### src/hdl/redriver_pkg.sv
// Constants shared by the redriver control block
package redriver_pkg;
  localparam logic [7:0]  OFS_MAIN_LAST   = 8'h07;
  localparam logic [7:0]  OFS_KEY         = 8'h40;
  localparam logic [7:0]  OFS_EXT         = 8'h41;
  localparam logic [7:0]  OFS_RESET       = 8'h44;
  localparam logic [7:0]  UNLOCK_VALUE    = 8'hAE;
  localparam logic [7:0]  KEY_RESET       = 8'h00;
  localparam logic [7:0]  EXT_RESET       = 8'h00;
  // Byte 7 in the top lane down to byte 0 in the low lane
  localparam logic [63:0] MAIN_RESET      = 64'h388D_8000_0000_0000;
  localparam logic [1:0]  LVL_RAIL        = 2'h0;
  localparam logic [1:0]  LVL_PULLDN      = 2'h1;
  localparam logic [1:0]  LVL_PULLUP      = 2'h2;
  localparam logic [1:0]  LVL_OPEN        = 2'h3;
  localparam logic [6:0]  ADDR_RAIL       = 7'h12;
  localparam logic [6:0]  ADDR_PULLDN     = 7'h16;
  localparam logic [6:0]  ADDR_PULLUP     = 7'h1E;
  localparam logic [6:0]  ADDR_OPEN       = 7'h1A;
  localparam int          STRAP_W         = 3;
  localparam int          CLK_MHZ         = 25;
  localparam int          POLL_TIME_US    = 1000;
  localparam int          POLL_CYCLES_DEF = POLL_TIME_US * CLK_MHZ;
  typedef enum logic [1:0] {
    PWR_ACTIVE = 2'b00,
    PWR_SAVE   = 2'b01,
    PWR_DEEP   = 2'b10
  } power_t;
  typedef enum logic [2:0] {
    ST_IDLE  = 3'b000,
    ST_RX    = 3'b001,
    ST_APEND = 3'b010,
    ST_ACK   = 3'b011,
    ST_TX    = 3'b100,
    ST_HACK  = 3'b101
  } i2c_st_t;
endpackage
### src/hdl/redriver_ctrl.sv
// Redriver I2C target, register file, chip enable and power-state control
// What this block does
// - Read starts with a write carrying one byte: the register offset.
// - Read data phase returns four bytes, low byte first, host acks all but the last.
// - Write carries offset then four data bytes, low first, device acks each.
// - Transfers may end after one data byte or after four.
// - Four-byte accesses use offsets with two low bits zero.
// - Target address chosen by the level on the address strap.
// - After power-up lock is closed; only offset 0x40 accepts writes.
// - Writing 0xAE to 0x40 opens offsets 0x00-0x07 and 0x41.
// - Reset puts every register and state machine at its default.
// - Chip enable may change at any time after power-on.
// - Chip enable high means active or power saving, low means deep power saving.
// - Seven straps sampled at power-on and on every chip enable toggle.
// - Chip enable rising resets the key, extension and main registers to defaults.
// - Power state follows bus conditions and pins, not link commands.
// - Active: both channels pass data, termination indicated, no detection.
// - Power saving: channels on, squelch, LFPS and detection running.
// - Saving without connection: detection polls, indication dropped.
// - Saving with connection in U2/U3: detection polls, indication kept.
// - Deep saving: terminations high impedance, common mode not held.
// - Writing one to the reset register resets every register; it self-clears.
`timescale 1ns/1ps
module redriver_ctrl #(
  parameter int POLL_CYCLES = redriver_pkg::POLL_CYCLES_DEF
) (
  input  wire logic                                clk_i,
  input  wire logic                                rst_i,
  input  wire logic                                scl_i,
  input  wire logic                                sda_i,
  output logic                                     sda_o,
  output logic                                     sda_oe_o,
  input  wire logic                                chip_on_input_i,
  input  wire logic [1:0]                          addr_strap_i,
  input  wire logic [redriver_pkg::STRAP_W*7-1:0]  straps_i,
  input  wire logic                                conn_present_i,
  input  wire logic                                link_lowpower_i,
  output logic [redriver_pkg::STRAP_W*7-1:0]       straps_o,
  output logic [63:0]                              cfg_main_o,
  output logic [7:0]                               cfg_ext_o,
  output logic                                     unlocked_o,
  output redriver_pkg::power_t                     power_state_o,
  output logic                                     chan_en_o,
  output logic                                     squelch_en_o,
  output logic                                     rterm_ind_o,
  output logic                                     rterm_det_en_o,
  output logic                                     rterm_poll_o,
  output logic                                     term_hiz_o,
  output logic                                     cm_hold_o
);
  localparam int SW = redriver_pkg::STRAP_W * 7;
  localparam int PW = $clog2(POLL_CYCLES + 1);
  localparam int YW = SW + 7;

  // All pin inputs pass two flops; logic reads sync2 and the scl_q, sda_q, chip_q copies, never sync1
  logic [YW-1:0] sync1, sync2;
  logic          scl_q, sda_q, chip_q;
  always_ff @(posedge clk_i or posedge rst_i) begin
    if (rst_i) begin
      // Idle bus levels, so no false SCL or SDA edge follows reset
      sync1  <= {2'h3, {(YW-2){1'b0}}};
      sync2  <= {2'h3, {(YW-2){1'b0}}};
      scl_q  <= 1'b1;
      sda_q  <= 1'b1;
      chip_q <= 1'b0;
    end else begin
      sync1  <= {scl_i, sda_i, chip_on_input_i, conn_present_i, link_lowpower_i,
                 addr_strap_i, straps_i};
      sync2  <= sync1;
      scl_q  <= sync2[YW-1];
      sda_q  <= sync2[YW-2];
      chip_q <= sync2[YW-3];
    end
  end
  logic          scl_s, sda_s, chip_s, conn_s, lp_s;
  logic [1:0]    addr_s;
  logic [SW-1:0] strap_s;
  assign {scl_s, sda_s, chip_s, conn_s, lp_s, addr_s, strap_s} = sync2;
  logic scl_rise, scl_fall, start_ev, stop_ev, chip_rise, chip_tog;
  assign scl_rise  = scl_s & ~scl_q;
  assign scl_fall  = ~scl_s & scl_q;
  assign start_ev  = scl_s & scl_q & sda_q & ~sda_s;
  assign stop_ev   = scl_s & scl_q & ~sda_q & sda_s;
  assign chip_tog  = chip_s ^ chip_q;
  assign chip_rise = chip_s & ~chip_q;

  // Straps are caught once the synchronisers hold real pin levels, and on enable toggles
  logic [1:0]    init_cnt, next_init_cnt;
  logic [SW-1:0] strap_lat, next_strap_lat;
  logic [1:0]    addr_lat, next_addr_lat;
  always_comb begin
    next_init_cnt  = (init_cnt == 2'h0) ? 2'h0 : init_cnt - 2'h1;
    next_strap_lat = strap_lat;
    next_addr_lat  = addr_lat;
    if (init_cnt == 2'h1 || chip_tog) begin
      next_strap_lat = strap_s;
      next_addr_lat  = addr_s;
    end
  end
  always_ff @(posedge clk_i or posedge rst_i) begin
    if (rst_i) begin
      init_cnt  <= 2'h3;
      strap_lat <= '0;
      addr_lat  <= redriver_pkg::LVL_OPEN;
    end else begin
      init_cnt  <= next_init_cnt;
      strap_lat <= next_strap_lat;
      addr_lat  <= next_addr_lat;
    end
  end
  assign straps_o = strap_lat;

  logic [6:0] my_addr;
  always_comb begin
    unique case (addr_lat)
      redriver_pkg::LVL_RAIL:   my_addr = redriver_pkg::ADDR_RAIL;
      redriver_pkg::LVL_PULLDN: my_addr = redriver_pkg::ADDR_PULLDN;
      redriver_pkg::LVL_PULLUP: my_addr = redriver_pkg::ADDR_PULLUP;
      redriver_pkg::LVL_OPEN:   my_addr = redriver_pkg::ADDR_OPEN;
    endcase
  end

  // Register file
  logic [7:0]  main [0:7];
  logic [7:0]  next_main [0:7];
  logic [7:0]  key, next_key, ext, next_ext;
  logic        wr_en;
  logic [7:0]  wr_addr, wr_data;
  logic        unlocked, soft_rst, wr_ok;
  assign unlocked = (key == redriver_pkg::UNLOCK_VALUE);
  assign soft_rst = chip_rise
                  | (wr_en && unlocked && wr_addr == redriver_pkg::OFS_RESET && wr_data[0]);
  assign wr_ok    = wr_en && (wr_addr == redriver_pkg::OFS_KEY || unlocked);
  always_comb begin
    next_key = key;
    next_ext = ext;
    for (int i = 0; i < 8; i++) begin
      next_main[i] = main[i];
    end
    if (soft_rst) begin
      next_key = redriver_pkg::KEY_RESET;
      next_ext = redriver_pkg::EXT_RESET;
      for (int i = 0; i < 8; i++) begin
        next_main[i] = redriver_pkg::MAIN_RESET[i*8 +: 8];
      end
    end else if (wr_ok) begin
      if (wr_addr == redriver_pkg::OFS_KEY) begin
        next_key = wr_data;
      end else if (wr_addr == redriver_pkg::OFS_EXT) begin
        next_ext = wr_data;
      end else if (wr_addr <= redriver_pkg::OFS_MAIN_LAST) begin
        next_main[wr_addr[2:0]] = wr_data;
      end
    end
  end
  always_ff @(posedge clk_i or posedge rst_i) begin
    if (rst_i) begin
      key <= redriver_pkg::KEY_RESET;
      ext <= redriver_pkg::EXT_RESET;
      for (int i = 0; i < 8; i++) begin
        main[i] <= redriver_pkg::MAIN_RESET[i*8 +: 8];
      end
    end else begin
      key <= next_key;
      ext <= next_ext;
      for (int i = 0; i < 8; i++) begin
        main[i] <= next_main[i];
      end
    end
  end
  generate
    for (genvar g = 0; g < 8; g++) begin : g_cfg
      assign cfg_main_o[g*8 +: 8] = main[g];
    end
  endgenerate
  assign cfg_ext_o  = ext;
  assign unlocked_o = unlocked;

  function automatic logic [7:0] read_byte(input logic [7:0] a);
    read_byte = 8'h00;
    if (a == redriver_pkg::OFS_KEY) begin
      read_byte = key;
    end else if (unlocked && a == redriver_pkg::OFS_EXT) begin
      read_byte = ext;
    end else if (unlocked && a <= redriver_pkg::OFS_MAIN_LAST) begin
      read_byte = main[a[2:0]];
    end
  endfunction

  // I2C target: sample on SCL rise, change SDA after SCL fall
  redriver_pkg::i2c_st_t st, next_st;
  logic [2:0] bcnt, next_bcnt;
  logic [7:0] sh, next_sh, ptr, next_ptr;
  logic       is_addr, next_is_addr, is_ofs, next_is_ofs, rd, next_rd;
  logic       drv, next_drv;
  logic [7:0] byte_in;
  logic [7:0] rdata;
  assign byte_in = {sh[6:0], sda_s};
  always_comb begin
    next_st      = st;
    next_bcnt    = bcnt;
    next_sh      = sh;
    next_ptr     = ptr;
    next_is_addr = is_addr;
    next_is_ofs  = is_ofs;
    next_rd      = rd;
    next_drv     = drv;
    wr_en        = 1'b0;
    wr_addr      = ptr;
    wr_data      = byte_in;
    rdata        = read_byte(ptr);
    if (stop_ev) begin
      next_st  = redriver_pkg::ST_IDLE;
      next_drv = 1'b0;
    end else if (start_ev) begin
      next_st      = redriver_pkg::ST_RX;
      next_bcnt    = 3'h0;
      next_is_addr = 1'b1;
      next_drv     = 1'b0;
    end else begin
      unique case (st)
        redriver_pkg::ST_IDLE: ;
        redriver_pkg::ST_RX: if (scl_rise) begin
          next_sh   = byte_in;
          next_bcnt = bcnt + 3'h1;
          if (bcnt == 3'h7) begin
            next_st = redriver_pkg::ST_APEND;
            if (is_addr) begin
              next_is_addr = 1'b0;
              next_rd      = byte_in[0];
              next_is_ofs  = ~byte_in[0];
              if (byte_in[7:1] != my_addr) begin
                next_st = redriver_pkg::ST_IDLE;
              end
            end else if (is_ofs) begin
              next_ptr    = byte_in;
              next_is_ofs = 1'b0;
            end else begin
              wr_en    = 1'b1;
              next_ptr = ptr + 8'h01;
            end
          end
        end
        redriver_pkg::ST_APEND: if (scl_fall) begin
          next_st  = redriver_pkg::ST_ACK;
          next_drv = 1'b1;
        end
        redriver_pkg::ST_ACK: if (scl_fall) begin
          if (rd) begin
            next_st  = redriver_pkg::ST_TX;
            next_sh  = rdata;
            next_ptr = ptr + 8'h01;
            next_drv = ~rdata[7];
          end else begin
            next_st  = redriver_pkg::ST_RX;
            next_drv = 1'b0;
          end
        end
        redriver_pkg::ST_TX: begin
          if (scl_rise) begin
            next_bcnt = bcnt + 3'h1;
          end else if (scl_fall) begin
            if (bcnt == 3'h0) begin
              next_st  = redriver_pkg::ST_HACK;
              next_drv = 1'b0;
            end else begin
              next_sh  = {sh[6:0], 1'b0};
              next_drv = ~sh[6];
            end
          end
        end
        redriver_pkg::ST_HACK: begin
          if (scl_rise && sda_s) begin
            next_st = redriver_pkg::ST_IDLE;
          end else if (scl_fall) begin
            next_st  = redriver_pkg::ST_TX;
            next_sh  = rdata;
            next_ptr = ptr + 8'h01;
            next_drv = ~rdata[7];
          end
        end
        default: next_st = redriver_pkg::ST_IDLE;
      endcase
    end
  end
  always_ff @(posedge clk_i or posedge rst_i) begin
    if (rst_i) begin
      st      <= redriver_pkg::ST_IDLE;
      bcnt    <= 3'h0;
      sh      <= 8'h00;
      ptr     <= 8'h00;
      is_addr <= 1'b0;
      is_ofs  <= 1'b0;
      rd      <= 1'b0;
      drv     <= 1'b0;
    end else begin
      st      <= next_st;
      bcnt    <= next_bcnt;
      sh      <= next_sh;
      ptr     <= next_ptr;
      is_addr <= next_is_addr;
      is_ofs  <= next_is_ofs;
      rd      <= next_rd;
      drv     <= next_drv;
    end
  end
  assign sda_o    = 1'b0;
  assign sda_oe_o = drv;

  // Power state from pins and bus conditions only
  redriver_pkg::power_t pst, next_pst;
  logic [PW-1:0] pcnt, next_pcnt;
  logic [7:0]    outs, next_outs;
  always_comb begin
    if (!chip_s) begin
      next_pst = redriver_pkg::PWR_DEEP;
    end else if (!conn_s || lp_s) begin
      next_pst = redriver_pkg::PWR_SAVE;
    end else begin
      next_pst = redriver_pkg::PWR_ACTIVE;
    end
    next_pcnt = '0;
    if (next_pst == redriver_pkg::PWR_SAVE && pcnt != PW'(POLL_CYCLES - 1)) begin
      next_pcnt = pcnt + PW'(1);
    end
    // chan, squelch, ind, det, poll, hiz, cm
    unique case (next_pst)
      redriver_pkg::PWR_ACTIVE: next_outs = 8'h51;
      redriver_pkg::PWR_SAVE:   next_outs = {1'b0, 1'b1, 1'b1, conn_s, 1'b1,
                                  pcnt == PW'(POLL_CYCLES - 1), 1'b0, 1'b1};
      redriver_pkg::PWR_DEEP:   next_outs = 8'h02;
      default:                  next_outs = 8'h02;
    endcase
  end
  always_ff @(posedge clk_i or posedge rst_i) begin
    if (rst_i) begin
      pst  <= redriver_pkg::PWR_DEEP;
      pcnt <= '0;
      outs <= 8'h02;
    end else begin
      pst  <= next_pst;
      pcnt <= next_pcnt;
      outs <= next_outs;
    end
  end
  assign power_state_o = pst;
  assign {chan_en_o, squelch_en_o, rterm_ind_o, rterm_det_en_o, rterm_poll_o,
          term_hiz_o, cm_hold_o} = {outs[6:2], outs[1], outs[0]};
endmodule // redriver_ctrl

### config.mk
export PLATFORM = sky130hd
export DESIGN_NAME = redriver_ctrl
export DESIGN_NICKNAME = d
export VERILOG_FILES = /design/src/hdl/redriver_pkg.sv /design/src/hdl/redriver_ctrl.sv
export SDC_FILE = /design/constraint.sdc
export NUM_CORES = 1
export LEC_CHECK = 0
export BUFFER_PORTS_ARGS = -buffer_cell sky130_fd_sc_hd__clkbuf_2
export CAP_MARGIN = 10
export CORE_MARGIN = 8
export CORE_UTILIZATION = 39
export CTS_CLUSTER_SIZE = 24
export DETAILED_ROUTE_END_ITERATION = 10
export PLACE_DENSITY = 0.66
export SLEW_MARGIN = 5
export SYNTH_ARGS = -nofsm -noshare
export SYNTH_HDL_FRONTEND = slang
export SYNTH_SLANG_ARGS = --single-unit
### constraint.sdc
create_clock -name clk_i -period 20.4 [get_ports clk_i]
set_clock_uncertainty 0.1 [all_clocks]
set_input_delay 4.08 -clock clk_i [delete_from_list [all_inputs] [get_ports clk_i]]
set_output_delay 4.08 -clock clk_i [all_outputs]
set_load 0.005 [all_outputs]
==> results.txt <==
The flow ran to the end, and the final reports show no timing, DRC or antenna violations. The die is 172 microns tall. The run gives 55.5% as the part of the Yosys area used for sequential elements. The number of hold-slack violations in the final timing report is 0, and the internal power contribution is 0.000817 W. TritonCTS built the clock tree. The category of the worst setup path launch point was a flop.

The worst path needs 5.96 ns of the cycle, external delays included. Once detail routing completed, the nets flagged for antenna violations numbered 0. The final route contains 6746 vias. The via count of the first global-routing pass is 6716, and the share of layout cells above drive strength 1 is 32.1%.

The synthesized netlist occupies a cell area of 9510 sq um. The count of H-tree levels built during CTS is 1, and the post-synthesis cell count is 823. After detailed routing, the number of remaining DRC violations is 0. The total congestion overflow was 0.

In this run, flip-flops and latches consume 42.8% of the power. The first-pass iteration count of the detailed router is 4, and the core footprint is 24100 sq um. The final-report setup violation count was 0; the top-level I/O count was 135. The floorplan has 57 rows. The routed design has 23800 microns of wire. The number of warnings printed during yosys synthesis is 0, and the worst-case vdd ir drop is 70.8 uV.

Clock tree synthesis inserted a total of 23 buffers. The top fanout value on the critical path was 5; the final setup TNS was 0 ns. The all-layer global routing usage was 16.4%; the starting density of the core was 39.4%.

The share of synthesized flip-flops with an asynchronous set or reset was 100%; the final layout net count was 974. For the pin with the worst max-slew slack, the measured transition is 1.09 ns. The power per cell area works out to 110 nW/um^2. The relative max-transition margin was 26.8%. The clock network burns 34.3% of the power. In this run, synthesis produced a sequential element count of 210. For this design the static power due to leakage is 4.96 nW.

In this run the worst hold path is classified as flop to flop. In this run switching power makes up 33.4% of total power. Timing would allow up to 0.168 GHz.

The die covers 29600 sq um. The synthesized design contains 0 enable-type register cells. The first global-routing pass estimated 38300 microns of wire. The total count of max-transition violations in the final report came out at 0. After layout, the worst setup slack is 14.44 ns. The number of nets in the synthesized netlist is 864. Relative to the synthesized area, the layout overhead comes to 17.5%.

For the largest net degree at the start of global routing, the log shows 114. Post-detailed-route via-to-cell ratio: 5.30. From left edge to right edge, the die measures 172 microns. Clock-pin slew was measured on the worst setup and hold paths at 0.06 ns. Setup repair after global routing left no endpoint under its margin. The total power draw came out at 0.00123 W. In the final routed layout, each cell accounts on average for 18.7 microns. The share of the core filled with cells was 46.3%. The run gives 0 as the number of hold buffers added after CTS.

At the later pin of the worst-skew pair, clock insertion delay measures 0.53 ns. The clock drives 210 sinks. Combinational logic is responsible for 22.9% of the overall power. The number of buffers added on ports works out to 133. The logs give 0 for the initial antenna violation count and 0 for the total inserted antenna cells. Max-cap violations in this run came to 0. Among all flip-flop cells after synthesis, the most frequent one is sky130_fd_sc_hd__dfrtp_1.

The root cell of the clock tree was sky130_fd_sc_hd__clkbuf_16. Classification of the worst setup path: flop to output pin. Worst slack on hold paths: 0.241 ns. For the worst-case setup slack after placement, the log shows 14.13 ns. The netlist uses 71 different library cells. The mean cell area of the mapped netlist is 11.5 sq um, and the number of cells upsized or downsized after cts is 0. The net switching power is 0.000410 W, and the final weighted congestion in routability-driven placement is 0.840.

The final worst-path cycle share came out at 29.2%. The tools report the data arrival time of the worst path as 1.78 ns. The run gives 16.22 ns as the data required time of the critical path. The element type at the critical path end is an output pin.

The tools report the number of violations reported at the end of detailed-routing iteration 0 as 401. For the detailed-placement wirelength estimate, the log shows 16100 microns. The clock passes through at most 3 buffers.

The run gives 2307 as the number of fill cells. Buffers added to address setup during post-CTS repair amount to 0.
==> logic make-up after synthesis <==
family | Yosys count | share of synthesized area (%)
multiplexers | 108 | 13.3
AO/OA/AOI/OAI | 129 | 8.62
buffers and inverters | 80 | 3.76
XOR/XNOR | 18 | 1.66
adder cells (fa/ha/maj) | 11 | 1.45
other | 1 | 0.0395
AND/OR/NAND/NOR | 266 | 15.7
flip-flops | 210 | 55.5
==> cell usage in the layout, fill, tap and decap left out, types with 6 or more instances in the layout <==
| cell | instances |
|---|---|
| sky130_fd_sc_hd__o21ai_0 | 28 |
| sky130_fd_sc_hd__mux2_2 | 24 |
| sky130_fd_sc_hd__mux4_2 | 12 |
| sky130_fd_sc_hd__clkbuf_2 | 133 |
| sky130_fd_sc_hd__buf_4 | 8 |
| sky130_fd_sc_hd__a21oi_1 | 39 |
| sky130_fd_sc_hd__nor4_4 | 6 |
| sky130_fd_sc_hd__inv_1 | 21 |
| sky130_fd_sc_hd__a31oi_1 | 13 |
| sky130_fd_sc_hd__and3_1 | 6 |
| sky130_fd_sc_hd__nor3_1 | 14 |
| sky130_fd_sc_hd__ha_1 | 11 |
| sky130_fd_sc_hd__nand3_1 | 25 |
| sky130_fd_sc_hd__nor2_2 | 48 |
| sky130_fd_sc_hd__clkbuf_16 | 23 |
| sky130_fd_sc_hd__xor2_1 | 7 |
| sky130_fd_sc_hd__mux2i_1 | 72 |
| sky130_fd_sc_hd__dfrtp_1 | 190 |
| sky130_fd_sc_hd__nand2_1 | 61 |
| sky130_fd_sc_hd__nor2_1 | 56 |
| sky130_fd_sc_hd__dfstp_2 | 20 |
| sky130_fd_sc_hd__xnor2_1 | 11 |
==> stage by stage <==
step | std cells | instance area (sq um)
global route | 1273 | 11200
finish | 1273 | 11200
CTS | 1272 | 11200
floorplan | 823 | 9510
detailed placement | 1231 | 10400
global placement | 1231 | 10400
==> cells in the mapped netlist, types with 3 or more instances <==
master                       n  area share (%)
sky130_fd_sc_hd__buf_2      13            0.68
sky130_fd_sc_hd__xnor2_1    11             1.0
sky130_fd_sc_hd__or3_1       5            0.33
sky130_fd_sc_hd__and2_1      3            0.20
sky130_fd_sc_hd__mux2_2     24             2.8
sky130_fd_sc_hd__xor2_1      7            0.65
sky130_fd_sc_hd__o21ai_0    28             1.5
sky130_fd_sc_hd__or2_2       4            0.26
sky130_fd_sc_hd__clkbuf_1   34             1.3
sky130_fd_sc_hd__nand2b_1    3            0.20
sky130_fd_sc_hd__ha_1       11             1.4
sky130_fd_sc_hd__nor2_1     56             2.2
sky130_fd_sc_hd__mux2i_1    72             7.6
sky130_fd_sc_hd__mux4_2     12             2.8
sky130_fd_sc_hd__buf_4       5            0.39
sky130_fd_sc_hd__dfrtp_1   190              50
sky130_fd_sc_hd__o211ai_1    3            0.24
sky130_fd_sc_hd__nor2_2     48             3.2
sky130_fd_sc_hd__o221ai_1    4            0.37
sky130_fd_sc_hd__inv_1      22            0.87
sky130_fd_sc_hd__and3_1      6            0.39
sky130_fd_sc_hd__o22ai_1     4            0.26
sky130_fd_sc_hd__a211oi_1    5            0.39
sky130_fd_sc_hd__nand2_1    61             2.4
sky130_fd_sc_hd__nand3_1    25             1.3
sky130_fd_sc_hd__buf_6       3            0.36
sky130_fd_sc_hd__nor3_1     14            0.74
sky130_fd_sc_hd__dfstp_2    20             5.5
sky130_fd_sc_hd__a21oi_1    39             2.1
sky130_fd_sc_hd__nor4_4      6             1.3
sky130_fd_sc_hd__nor4_1      4            0.26
sky130_fd_sc_hd__nand4_1     5            0.33
sky130_fd_sc_hd__nor2b_1     4            0.26
sky130_fd_sc_hd__nor4bb_1    4            0.42
sky130_fd_sc_hd__a31oi_1    13            0.86
sky130_fd_sc_hd__a41oi_1     3            0.28
==> critical path: stages, from the launching register on <==
cell and delay (ns):
sky130_fd_sc_hd__dfrtp_1 0.40, sky130_fd_sc_hd__and4bb_2 0.36, sky130_fd_sc_hd__and2_0 0.30, sky130_fd_sc_hd__clkbuf_2 0.20
==> routing by layer <==
metal | vias up | track usage [%] | wire [microns]
met5 | - | 0 | 0
met4 | 0 | 5.43 | 617
met3 | 36 | 3.70 | 1640
met2 | 212 | 26.0 | 11200
met1 | 3382 | 21.9 | 10300
li1 | 3116 | - | -
==> area by class of cell <==
type / instances / area [sq um] / share of cell area (%)
clock buffers: 32 / 659 / 5.90
well taps: 324 / 405 / 3.63
inverters: 23 / 93.8 / 0.840
multi-input cells: 533 / 3890 / 34.8
repair buffers: 142 / 731 / 6.54
flip-flops and latches: 210 / 5280 / 47.3
clock inverters: 9 / 113 / 1.01
==> registers in the layout, indices dropped and copies added (netlist names), 2 cells and up <==
signal and cells:
cfg_main_o 64, sync1 28, sync2 28, straps_o 21
pcnt 15, cfg_ext_o 8, key 8, ptr 8
sh 7, outs 4, bcnt 3, st 3
addr_lat 2, init_cnt 2, power_state_o 2
==> worst paths after layout <==
check | from | to | slack, ns | depth (start not counted)
worst max-delay path | key[4] | unlocked_o | 14.44 | 3
worst min-delay path | sync1[18] | sync2[18] | 0.24 | 0
worst max register to register | ptr[1] | cfg_main_o[52] | 17.16 | 7
worst min register to register | sync1[18] | sync2[18] | 0.24 | 0
max in group asynchronous | rst_i | sda_oe_o | 14.86 | 4
min in group asynchronous | rst_i | straps_o[12] | 3.55 | 2
==> power by group through the flow <==
stage | Clock (W) | Combinational [W] | Sequential, W
2_1_floorplan | 0 | 0.000244 | 0.000482
3_3_place_gp | 0 | 0.000273 | 0.000531
3_5_place_dp | 0 | 0.000279 | 0.000530
4_1_cts | 0.000431 | 0.000281 | 0.000523
5_1_grt | 0.000449 | 0.000312 | 0.000531
6_report | 0.000421 | 0.000281 | 0.000525
Power figures use the tool's default switching activity.
